`config.mk`:
```
export PLATFORM = sky130hd
export DESIGN_NAME = rcbo_top
export DESIGN_NICKNAME = d
export VERILOG_FILES = /design/src/rtl/rcbo_pkg.sv /design/src/rtl/rcbo_hold.sv /design/src/rtl/rcbo_top.sv
export VERILOG_INCLUDE_DIRS = /design/src /design/src/rtl
export SDC_FILE = /design/constraint.sdc
export NUM_CORES = 1
export LEC_CHECK = 0
export BUFFER_PORTS_ARGS = -buffer_cell sky130_fd_sc_hd__buf_4
export CAP_MARGIN = 5
export CELL_PAD_IN_SITES_DETAIL_PLACEMENT = 1
export CELL_PAD_IN_SITES_GLOBAL_PLACEMENT = 1
export CORE_MARGIN = 8
export CORE_UTILIZATION = 35
export DETAILED_ROUTE_END_ITERATION = 16
export MAX_ROUTING_LAYER = met4
export PLACE_DENSITY_LB_ADDON = 0.08
export RECOVER_POWER = 25
export SYNTH_ARGS = -nofsm -noshare
export SYNTH_HDL_FRONTEND = slang
export SYNTH_HIERARCHICAL = 1
export SYNTH_SLANG_ARGS = --single-unit
```
`constraint.sdc`:
```
create_clock -name ref_clk_in -period 3.05 [get_ports ref_clk_in]
set_input_delay 0.61 -clock ref_clk_in [delete_from_list [all_inputs] [get_ports ref_clk_in]]
set_output_delay 0.61 -clock ref_clk_in [all_outputs]
set_load 0.01 [all_outputs]
```
`src/rtl/rcbo_cfg.svh`:
```
`ifndef RCBO_CFG_SVH
`define RCBO_CFG_SVH
// reset control byte layout
`define RCBO_POR_BIT     1
`define RCBO_BOR_BIT     0
`define RCBO_SW_BROWNOUT_ENABLE_BIT  6
`define RCBO_CTRL_W      8
`define RCBO_CTRL_RST    8'h00
// config word field positions
`define RCBO_PWR_LSB     5
`define RCBO_EN_LSB      1
`define RCBO_LVL_LSB     2
// power-on reset stretch, in cycles
`define RCBO_POR_HOLD    4'h8
`endif

```
`src/rtl/rcbo_pkg.sv`:
```
package rcbo_pkg;
   typedef enum logic [1:0] {
      RCBO_PWR_HIGH = 2'h0,
      RCBO_PWR_MED  = 2'h1,
      RCBO_PWR_LOW  = 2'h2,
      RCBO_PWR_ZERO = 2'h3
   } rcbo_pwr_t;
   typedef enum logic [1:0] {
      RCBO_EN_OFF   = 2'h0,
      RCBO_EN_SW    = 2'h1,
      RCBO_EN_RUN   = 2'h2,
      RCBO_EN_ON    = 2'h3
   } rcbo_en_t;
   typedef struct packed {
      rcbo_pwr_t   brownout_power_sel;
      logic [1:0]  brownout_level_sel;
      rcbo_en_t    brownout_enable_cfg;
   } rcbo_cfg_t;
   typedef struct packed {
      logic sw_brownout_enable;
      logic power_on_flag;
      logic brownout_flag;
      logic write_error_flag;
   } rcbo_stat_t;
endpackage : rcbo_pkg

```
`src/rtl/rcbo_hold.sv`:
```
`include "rcbo_cfg.svh"
// stretches a reset request into a held reset pulse
module rcbo_hold
   import rcbo_pkg::*;
(
   input  wire logic ref_clk_in,
   input  wire logic reset_in,
   input  wire logic trig_in,
   output logic      hold_out
);
   logic [3:0] cnt_q;
   // load on trigger, count down to zero
   always_ff @(posedge ref_clk_in or posedge reset_in) begin
      if (reset_in) begin
         cnt_q <= `RCBO_POR_HOLD;
      end else if (trig_in) begin
         cnt_q <= `RCBO_POR_HOLD;
      end else if (cnt_q != 4'h0) begin
         cnt_q <= cnt_q - 4'h1;
      end
   end
   assign hold_out = (cnt_q != 4'h0);
endmodule // rcbo_hold

```
`src/rtl/rcbo_top.sv`:
```
// How it works
// - supply rising above threshold while armed asserts internal power-on reset
// - power-on reset clears the power-on flag; no other reset clears it, only a software write of zero
// - hardware never sets the power-on flag; software writes one
// - two-bit power select picks high, medium, low or zero-power mode
// - in high, medium, low modes the level select sets the trip point
// - every brown-out event re-arms the power-on detector
// - brown-out enabled by enable config field; software enable bit counts in software mode only, sleep gates run mode
// - zero-power mode only re-arms the detector, never resets
// - brown-out flag cleared on brown-out reset and on power-on reset
// - low-power brown-out is not recorded in the brown-out flag
// - flash write cut by pin or watchdog reset sets write-error flag
`include "rcbo_cfg.svh"
module rcbo_top
   import rcbo_pkg::*;
(
   input  wire logic       ref_clk_in,
   input  wire logic       reset_in,
   input  wire rcbo_cfg_t  cfg_in,
   input  wire logic       supply_ok_in,
   input  wire logic [3:0] level_trip_in,
   input  wire logic       zero_power_monitor_in,
   input  wire logic       sleep_in,
   input  wire logic       ext_pin_reset_in,
   input  wire logic       watchdog_reset_in,
   input  wire logic       flash_write_busy_in,
   input  wire logic       wr_en_in,
   input  wire rcbo_stat_t wr_data_in,
   output rcbo_stat_t      status_out,
   output logic            brownout_event_out,
   output logic            sys_reset_out
);
   // ----------------------------------------------------------------
   // brown-out detection
   // ----------------------------------------------------------------
   logic       armed_q;
   logic       sw_en_q;
   logic       por_flag_q;
   logic       bor_flag_q;
   logic       write_error_flag_q;
   logic       bor_en;
   logic       below_lvl;
   logic       bor_evt;
   logic       bor_rst;
   logic       por_trig;
   logic       por_hold;
   logic       below_q;
   logic       supply_q;

   // enable resolution
   // enable resolution
   always_comb begin
      unique case (cfg_in.brownout_enable_cfg)
         RCBO_EN_OFF: bor_en = 1'b0;
         RCBO_EN_SW:  bor_en = sw_en_q;
         RCBO_EN_RUN: bor_en = ~sleep_in;
         RCBO_EN_ON:  bor_en = 1'b1;
      endcase
   end

   // selected trip comparator, or zero-power monitor
   // mode selects source
   assign below_lvl = (cfg_in.brownout_power_sel == RCBO_PWR_ZERO) ? zero_power_monitor_in
                    : level_trip_in[cfg_in.brownout_level_sel];

   // rising edge of the below-level condition is one event
   always_ff @(posedge ref_clk_in or posedge reset_in) begin
      if (reset_in) begin
         below_q <= 1'b0;
      end else begin
         below_q <= below_lvl & bor_en;
      end
   end
   assign bor_evt = below_lvl & bor_en & ~below_q;
   assign bor_rst = bor_evt & (cfg_in.brownout_power_sel != RCBO_PWR_ZERO)
                    & (cfg_in.brownout_power_sel != RCBO_PWR_LOW);
   assign brownout_event_out = bor_evt;

   // ----------------------------------------------------------------
   // power-on detector
   // ----------------------------------------------------------------
   // previous supply level, low before power-up
   // a re-arm alone must not fire while the supply stays good
   always_ff @(posedge ref_clk_in or posedge reset_in) begin
      if (reset_in) begin
         supply_q <= 1'b0;
      end else begin
         supply_q <= supply_ok_in;
      end
   end

   always_ff @(posedge ref_clk_in or posedge reset_in) begin
      if (reset_in) begin
         armed_q <= 1'b1;
      end else if (bor_evt | ~supply_ok_in) begin
         armed_q <= 1'b1;
      end else if (por_trig) begin
         armed_q <= 1'b0;
      end
   end
   // supply rise fires
   // only a rising supply seen while armed starts a power-on reset
   assign por_trig = armed_q & supply_ok_in & ~supply_q;

   rcbo_hold u_hold (
      .ref_clk_in (ref_clk_in),
      .reset_in   (reset_in),
      .trig_in    (por_trig | bor_rst),
      .hold_out   (por_hold)
   );
   // trigger cycle included so a supply rise leaves no release gap
   assign sys_reset_out = por_hold | por_trig | ~supply_ok_in;

   // ----------------------------------------------------------------
   // reset cause flags
   // ----------------------------------------------------------------
   // power-on clears flag
   always_ff @(posedge ref_clk_in or posedge reset_in) begin
      if (reset_in) begin
         por_flag_q <= 1'b0;
      end else if (por_trig) begin
         por_flag_q <= 1'b0;
      end else if (wr_en_in) begin
         por_flag_q <= wr_data_in.power_on_flag;
      end
   end
   always_ff @(posedge ref_clk_in or posedge reset_in) begin
      if (reset_in) begin
         bor_flag_q <= 1'b0;
      end else if (por_trig | bor_rst) begin
         bor_flag_q <= 1'b0;
      end else if (wr_en_in) begin
         bor_flag_q <= wr_data_in.brownout_flag;
      end
   end
   // software enable resets to on so software mode starts protected
   always_ff @(posedge ref_clk_in or posedge reset_in) begin
      if (reset_in) begin
         sw_en_q <= 1'b1;
      end else if (por_trig) begin
         sw_en_q <= 1'b1;
      end else if (wr_en_in) begin
         sw_en_q <= wr_data_in.sw_brownout_enable;
      end
   end
   // interrupted write error, set wins over clear
   always_ff @(posedge ref_clk_in or posedge reset_in) begin
      if (reset_in) begin
         write_error_flag_q <= 1'b0;
      end else if (flash_write_busy_in & (ext_pin_reset_in | watchdog_reset_in)) begin
         write_error_flag_q <= 1'b1;
      end else if (por_trig) begin
         write_error_flag_q <= 1'b0;
      end else if (wr_en_in) begin
         write_error_flag_q <= wr_data_in.write_error_flag;
      end
   end

   assign status_out = '{sw_brownout_enable: sw_en_q, power_on_flag: por_flag_q,
                         brownout_flag: bor_flag_q, write_error_flag: write_error_flag_q};

   // ----------------------------------------------------------------
   // checks
   // ----------------------------------------------------------------
   // clear after por
   por_clear_a: assert property (@(posedge ref_clk_in) disable iff (reset_in)
      por_trig |=> !por_flag_q) else $error("power-on flag not cleared");
   por_noset_a: assert property (@(posedge ref_clk_in) disable iff (reset_in)
      !$past(wr_en_in) && !$past(por_flag_q) |-> !por_flag_q)
      else $error("power-on flag set by hardware");
   bor_clear_a: assert property (@(posedge ref_clk_in) disable iff (reset_in)
      bor_rst |=> !bor_flag_q) else $error("brown-out flag not cleared");
   zero_norst_a: assert property (@(posedge ref_clk_in) disable iff (reset_in)
      cfg_in.brownout_power_sel == RCBO_PWR_ZERO |-> !bor_rst)
      else $error("zero-power mode reset");
   low_norec_a: assert property (@(posedge ref_clk_in) disable iff (reset_in)
      bor_evt && cfg_in.brownout_power_sel == RCBO_PWR_LOW && !por_trig && !wr_en_in
      && bor_flag_q |=> bor_flag_q) else $error("low-power event recorded");
   rearm_evt_a: assert property (@(posedge ref_clk_in) disable iff (reset_in)
      bor_evt |=> armed_q) else $error("detector not re-armed");
   sw_ignore_a: assert property (@(posedge ref_clk_in) disable iff (reset_in)
      cfg_in.brownout_enable_cfg == RCBO_EN_OFF |-> !bor_evt)
      else $error("brown-out fired while disabled");
   write_error_flag_set_a: assert property (@(posedge ref_clk_in) disable iff (reset_in)
      flash_write_busy_in && watchdog_reset_in |=> write_error_flag_q)
      else $error("write error not flagged");
   por_hold_a: assert property (@(posedge ref_clk_in) disable iff (reset_in)
      por_trig |=> sys_reset_out[*7]) else $error("power-on reset too short");
   rise_hold_a: assert property (@(posedge ref_clk_in) disable iff (reset_in)
      !supply_ok_in |=> sys_reset_out) else $error("reset released on supply rise");
   por_only_a: assert property (@(posedge ref_clk_in) disable iff (reset_in)
      !por_trig && !wr_en_in && por_flag_q |=> por_flag_q)
      else $error("power-on flag cleared without power-on reset");
   bor_por_a: assert property (@(posedge ref_clk_in) disable iff (reset_in)
      por_trig |=> !bor_flag_q)
      else $error("brown-out flag kept over power-on reset");
   sw_gate_a: assert property (@(posedge ref_clk_in) disable iff (reset_in)
      cfg_in.brownout_enable_cfg == RCBO_EN_SW && !sw_en_q |-> !bor_evt)
      else $error("brown-out fired with software enable off");
   pin_write_error_flag_a: assert property (@(posedge ref_clk_in) disable iff (reset_in)
      flash_write_busy_in && ext_pin_reset_in |=> write_error_flag_q)
      else $error("write error not flagged on pin reset");

   // ----------------------------------------------------------------
   // cover points
   // ----------------------------------------------------------------
   bor_reset_c: cover property (@(posedge ref_clk_in) disable iff (reset_in) bor_rst);
   zero_rearm_c: cover property (@(posedge ref_clk_in) disable iff (reset_in)
      bor_evt && cfg_in.brownout_power_sel == RCBO_PWR_ZERO);
   write_error_flag_c: cover property (@(posedge ref_clk_in) disable iff (reset_in) $rose(write_error_flag_q));
   sw_en_c: cover property (@(posedge ref_clk_in) disable iff (reset_in)
      bor_evt && cfg_in.brownout_enable_cfg == RCBO_EN_SW);
   low_evt_c: cover property (@(posedge ref_clk_in) disable iff (reset_in)
      bor_evt && cfg_in.brownout_power_sel == RCBO_PWR_LOW);
endmodule // rcbo_top

```
# Yosys cells after proc, flatten, opt, wreduce, memory -nomap -nowiden
# Cells that the tools add are included.
# op_classes
magnitude_cmp	1
n_addsub	1
reduce_logical	7
eq_ne	6
n_mux	17
bitwise	16
div	0
multipliers	0
n_shift	0
# op_table
op	n
1-bit two-way mux	13
4-bit two-way mux	2
2-bit nonzero test	4
1-bit bitwise AND	7
2-bit == test, second input constant	3
1-bit OR	5
2-bit != test, second input constant	2
1-bit NOT	4
1-bit case mux with 4 select lines	1
4-bit nonzero test	1
4-bit by 1-bit subtractor with 4-bit output, second input constant	1
2-bit by 3-bit less-than comparator with 1-bit output, second input constant	1
3-bit nonzero test	1
1-bit binary-select mux with 2-bit select	1
2-bit by 1-bit == test with 1-bit output, second input constant	1
2-bit zero test	1
# word_totals
output_inout_bits	6
ramBits	0
inputBits	23
n_memories	0
rom_bits	0
latch_bits	0
reg_bits	11

# Longest topological paths before layout
# logic_depth
depth_word	9
ltp_mapped	5
ltp_nobuf	5

# Hierarchy
# Netlist, hierarchy kept.
# modules_own_cells
mod	area_each_um2	cells_each	seq_area_each_um2	instances
rcbo_top	417.9	41	177.7	1
rcbo_hold	222.7	21	101.3	1

# Worst setup path after synthesis
# OpenSTA, ideal clock, no wires.
# synth_path
kind	input to output
start	input cfg_in[4] in the netlist's numbering
end	output brownout_event_out
path_slack_ps	1121
required_time_ps	2440
n_path_buf	0
arrival_ps	1319
cell_stages	3
path_cell_list	and3b_1 > or2_2 > nor3_1
# synth_via
elab_chain_cells	4
# synth_lines
item	line	text
start, declared	rcbo_top.sv:19	input wire rcbo_cfg_t cfg_in,
2-bit == test	rcbo_top.sv:63	assign below_lvl = (cfg_in.brownout_power_sel == RCBO_PWR_ZERO) ? zero_power_monitor_in
1-bit two-way mux	rcbo_top.sv:63	
1-bit bitwise AND (2 in a row)	rcbo_top.sv:74	assign bor_evt = below_lvl & bor_en & ~below_q;
end, declared	rcbo_top.sv:30	output logic brownout_event_out,
# No other way between the ends.

# Worst setup path after layout
# layout_path
start	register u_hold.cnt_q[0]
end	output sys_reset_out
# layout_via
elab_chain_cells	3
# layout_lines
item	line	text
start, declared	rcbo_hold.sv:11	logic [3:0] cnt_q;
start signal, assigned	rcbo_hold.sv:15	cnt_q <= `RCBO_POR_HOLD;
start signal, assigned	rcbo_hold.sv:17	cnt_q <= `RCBO_POR_HOLD;
start signal, assigned	rcbo_hold.sv:19	cnt_q <= cnt_q - 4'h1;
4-bit nonzero test	rcbo_hold.sv:22	assign hold_out = (cnt_q != 4'h0);
via por_hold	rcbo_top.sv:46	logic por_hold;
1-bit OR (2 in a row)	rcbo_top.sv:112	assign sys_reset_out = por_hold | por_trig | ~supply_ok_in;
end, declared	rcbo_top.sv:31	output logic sys_reset_out
# The timed path passes the listed nets, and every way through them passes these cells.

==> reports/metrics.cfg <==
[outcome]
outcome=finished, final reports clean

[worst_setup_path]
cp-end-kind=output port
critical_path.top_delay_family=simple AND/OR/NAND/NOR gates
critical_path_required_ns=2.44
r2r_slack_ns=1.09
worstPathCellList=inv_1 > ha_1 > or3b_4 > nand3b_1 > buf_4
arrival_ns=1.72
worstPathMaxFanout=5
rr_endpoint=u_hold/cnt_q[0]$_DFFE_PP0P_
critPathKind=register to output port
path_buf_inv=2
cp.depth=5
timing.rr.start=sw_en_q$_DFFE_PP1P_
slowest_stage=dfrtp_1
cp_slowest_stage_delay_ns=0.42
crit_path_start_kind=register
r2r.worst_path.cells=5

[timing]
fin_crit_ns=2.33
max_freq_mhz=430
finalCritPeriodShare_pct=76.3
rsz0062_at_grt=no
fin_tns_setup_ns=0
fin_skew_ns=0.00279
max-slew-margin-rel_pct=59.4
slew_viol_final=0
finalHoldViolations=0
setup_violations=0
tightest_slew_ns=0.604

[route]
post-route-drc-count=0
wl_per_cell_um=14.0
vias=551
drtAntennaViolNets=0
drt_iter0_markers=5
totalWireLength_um=1600
vias_per_cell=4.83
drt_first_pass_iters=2

[clock_tree]
cts_resized=0
clkSinkCount=11
cts_tree=built
cts_buffer_depth=2
cts_setup_buffers=0
clock_latency_ns=0.27
path_clk_slew_ns=0.07
cts_made_buffers=3
cts.htree.levels=1
cts.hold.buffers_added=0
clock-root-buffer=clkbuf_4

[placement]
dp_cells=110
gp_congestion=0.803
dp_hpwl_um=1370
io_buffers=28

[layout]
drive_gt1_share_pct=43.8
final_common_cell=buf_4
syn_to_final_growth_pct=36.5
antennaDiodeCount=0
fin_nets=114
final_cells=114
seq_area_um2=279
fillers=209
final_cell_mix=27 x buf_4, 8 x dfrtp_1, 6 x mux2i_1
multi_input_area_um2=313

[floorplan]
io-pin-count=29
start_util_pct=37.1
rows=15
die_x_um=58.8
coreArea_mm2=0.00173
die_area_mm2=0.00346
die_y_um=58.8

[power_and_ir_drop]
swShare_pct=31.5
p_comb_share_pct=37.1
pwr-share-seq_pct=43.5
power_density_mw_per_mm2=587
ir_worst_vdd_v=0.000228
p_int_mw=0.352
power.share.clock_pct=19.3
p_switching_mw=0.162
total_power_mw=0.513
p_leak_nw=0.437

[global_route]
grt_max_degree=8
grt_use_total_pct=11.0
grt_pass1_vias=644
antenna_found_initial=0
grt.overflow.total=0
grt_pass1_wl_um=2820

[synth]
avgSynthCellArea_um2=10.3
syn_area_um2=641
synth-seq-cells=11
syn_nets=86
ys_warn_count=6
synth.distinct_cells=26
synthCells=62
ys_seq_area_share_pct=43.6

[flow_run]
drv_cap=0

[min_path]
hp-class=input port to asynchronous set/reset pin

-- how the worst max path moves through the flow --
| stage | from | to |
|---|---|---|
| detailed placement | cfg_in[3] | u_hold/cnt_q[0]$_DFFE_PP0P_ |
| floorplan | cfg_in[4] | brownout_event_out |
| finish | u_hold/cnt_q[0]$_DFFE_PP0P_ | sys_reset_out |
| CTS | u_hold/cnt_q[0]$_DFFE_PP0P_ | sys_reset_out |
| global placement | cfg_in[3] | u_hold/cnt_q[0]$_DFFE_PP0P_ |
| global route | u_hold/cnt_q[0]$_DFFE_PP0P_ | sys_reset_out |
-- Yosys cell counts (all sizes together) --
master,count,area share [%]
ha,1,2.0
dfrtp,8,31
a211oi,1,1.2
o31ai,2,2.3
buf,4,4.7
a211o,1,1.4
clkbuf,1,0.59
and3b,3,4.1
dfstp,3,12
nand3b,3,3.5
nand2,2,1.2
nor4b,1,1.4
nor2,4,2.3
nand2b,2,2.0
or2,2,2.0
or3b,1,1.8
nor3,3,2.3
o21ai,3,2.3
a32o,1,1.8
nor2b,1,0.98
a21boi,1,1.2
inv,4,2.3
mux2i,6,9.4
o31a,2,2.7
a21oi,1,0.78
mux2,1,2.3
-- kinds of logic (layout without fill, tap and decap cells) --
kind of cell | count (synthesis) | count (layout) | share of synthesized area, %
mux | 7 | 7 | 11.7
flops | 11 | 11 | 43.6
compound gates | 12 | 12 | 13.7
buf+inv | 9 | 36 | 7.62
simple gates | 22 | 22 | 21.5
fa+ha+maj | 1 | 1 | 1.95
-- per-layer routing --
layer / vias up / GRT usage, % / part of all wire (%)
li1: 270 / - / -
met5: - / - / 0
met3: 2 / 4.78 / 7.3
met4: 0 / 6.14 / 0.69
met2: 22 / 17.4 / 49
met1: 257 / 11.2 / 43
-- power groups by stage --
stage / clock network [mW] / logic [mW] / registers, mW
4_1_cts: 0.104 / 0.194 / 0.224
2_1_floorplan: 0 / 0.142 / 0.216
6_report: 0.0993 / 0.191 / 0.224
3_3_place_gp: 0 / 0.188 / 0.224
5_1_grt: 0.110 / 0.217 / 0.230
3_5_place_dp: 0 / 0.193 / 0.227
-- area by class of cell --
cell class | instances | share of cell area (%)
inverter | 4 | 1.72
clock buffer | 4 | 3.00
timing repair buffer | 28 | 24.0
multi-input combinational | 42 | 35.8
sequential | 11 | 31.9
tap | 25 | 3.58
-- through the flow --
stage	worst slack (ns)	util, %	hold WS, ns	instance area [um2]
floorplan	1.12	-	0.375	641
global placement	0.873	49.1	0.508	848
detailed placement	0.855	49.1	0.510	848
CTS	0.703	50.7	0.229	875
global route	0.622	50.7	0.240	875
finish	0.723	50.7	0.239	875
-- worst reg2reg max path, cell delays in order, from the launching register on --
cell and delay (ns):
dfstp_2 0.54, o21ai_0 0.09, a32o_2 0.27, o31ai_1 0.56
nor2b_1 0.10, mux2_4 0.28
-- flip-flops by register name, summed over array words and instances, names as in the netlist --
name / flops
bor_flag_q: 1
armed_q: 1
supply_q: 1
write_error_flag_q: 1
por_flag_q: 1
u_hold/cnt_q: 4
sw_en_q: 1
below_q: 1
Note: power is estimated with default switching activity, not from simulation.
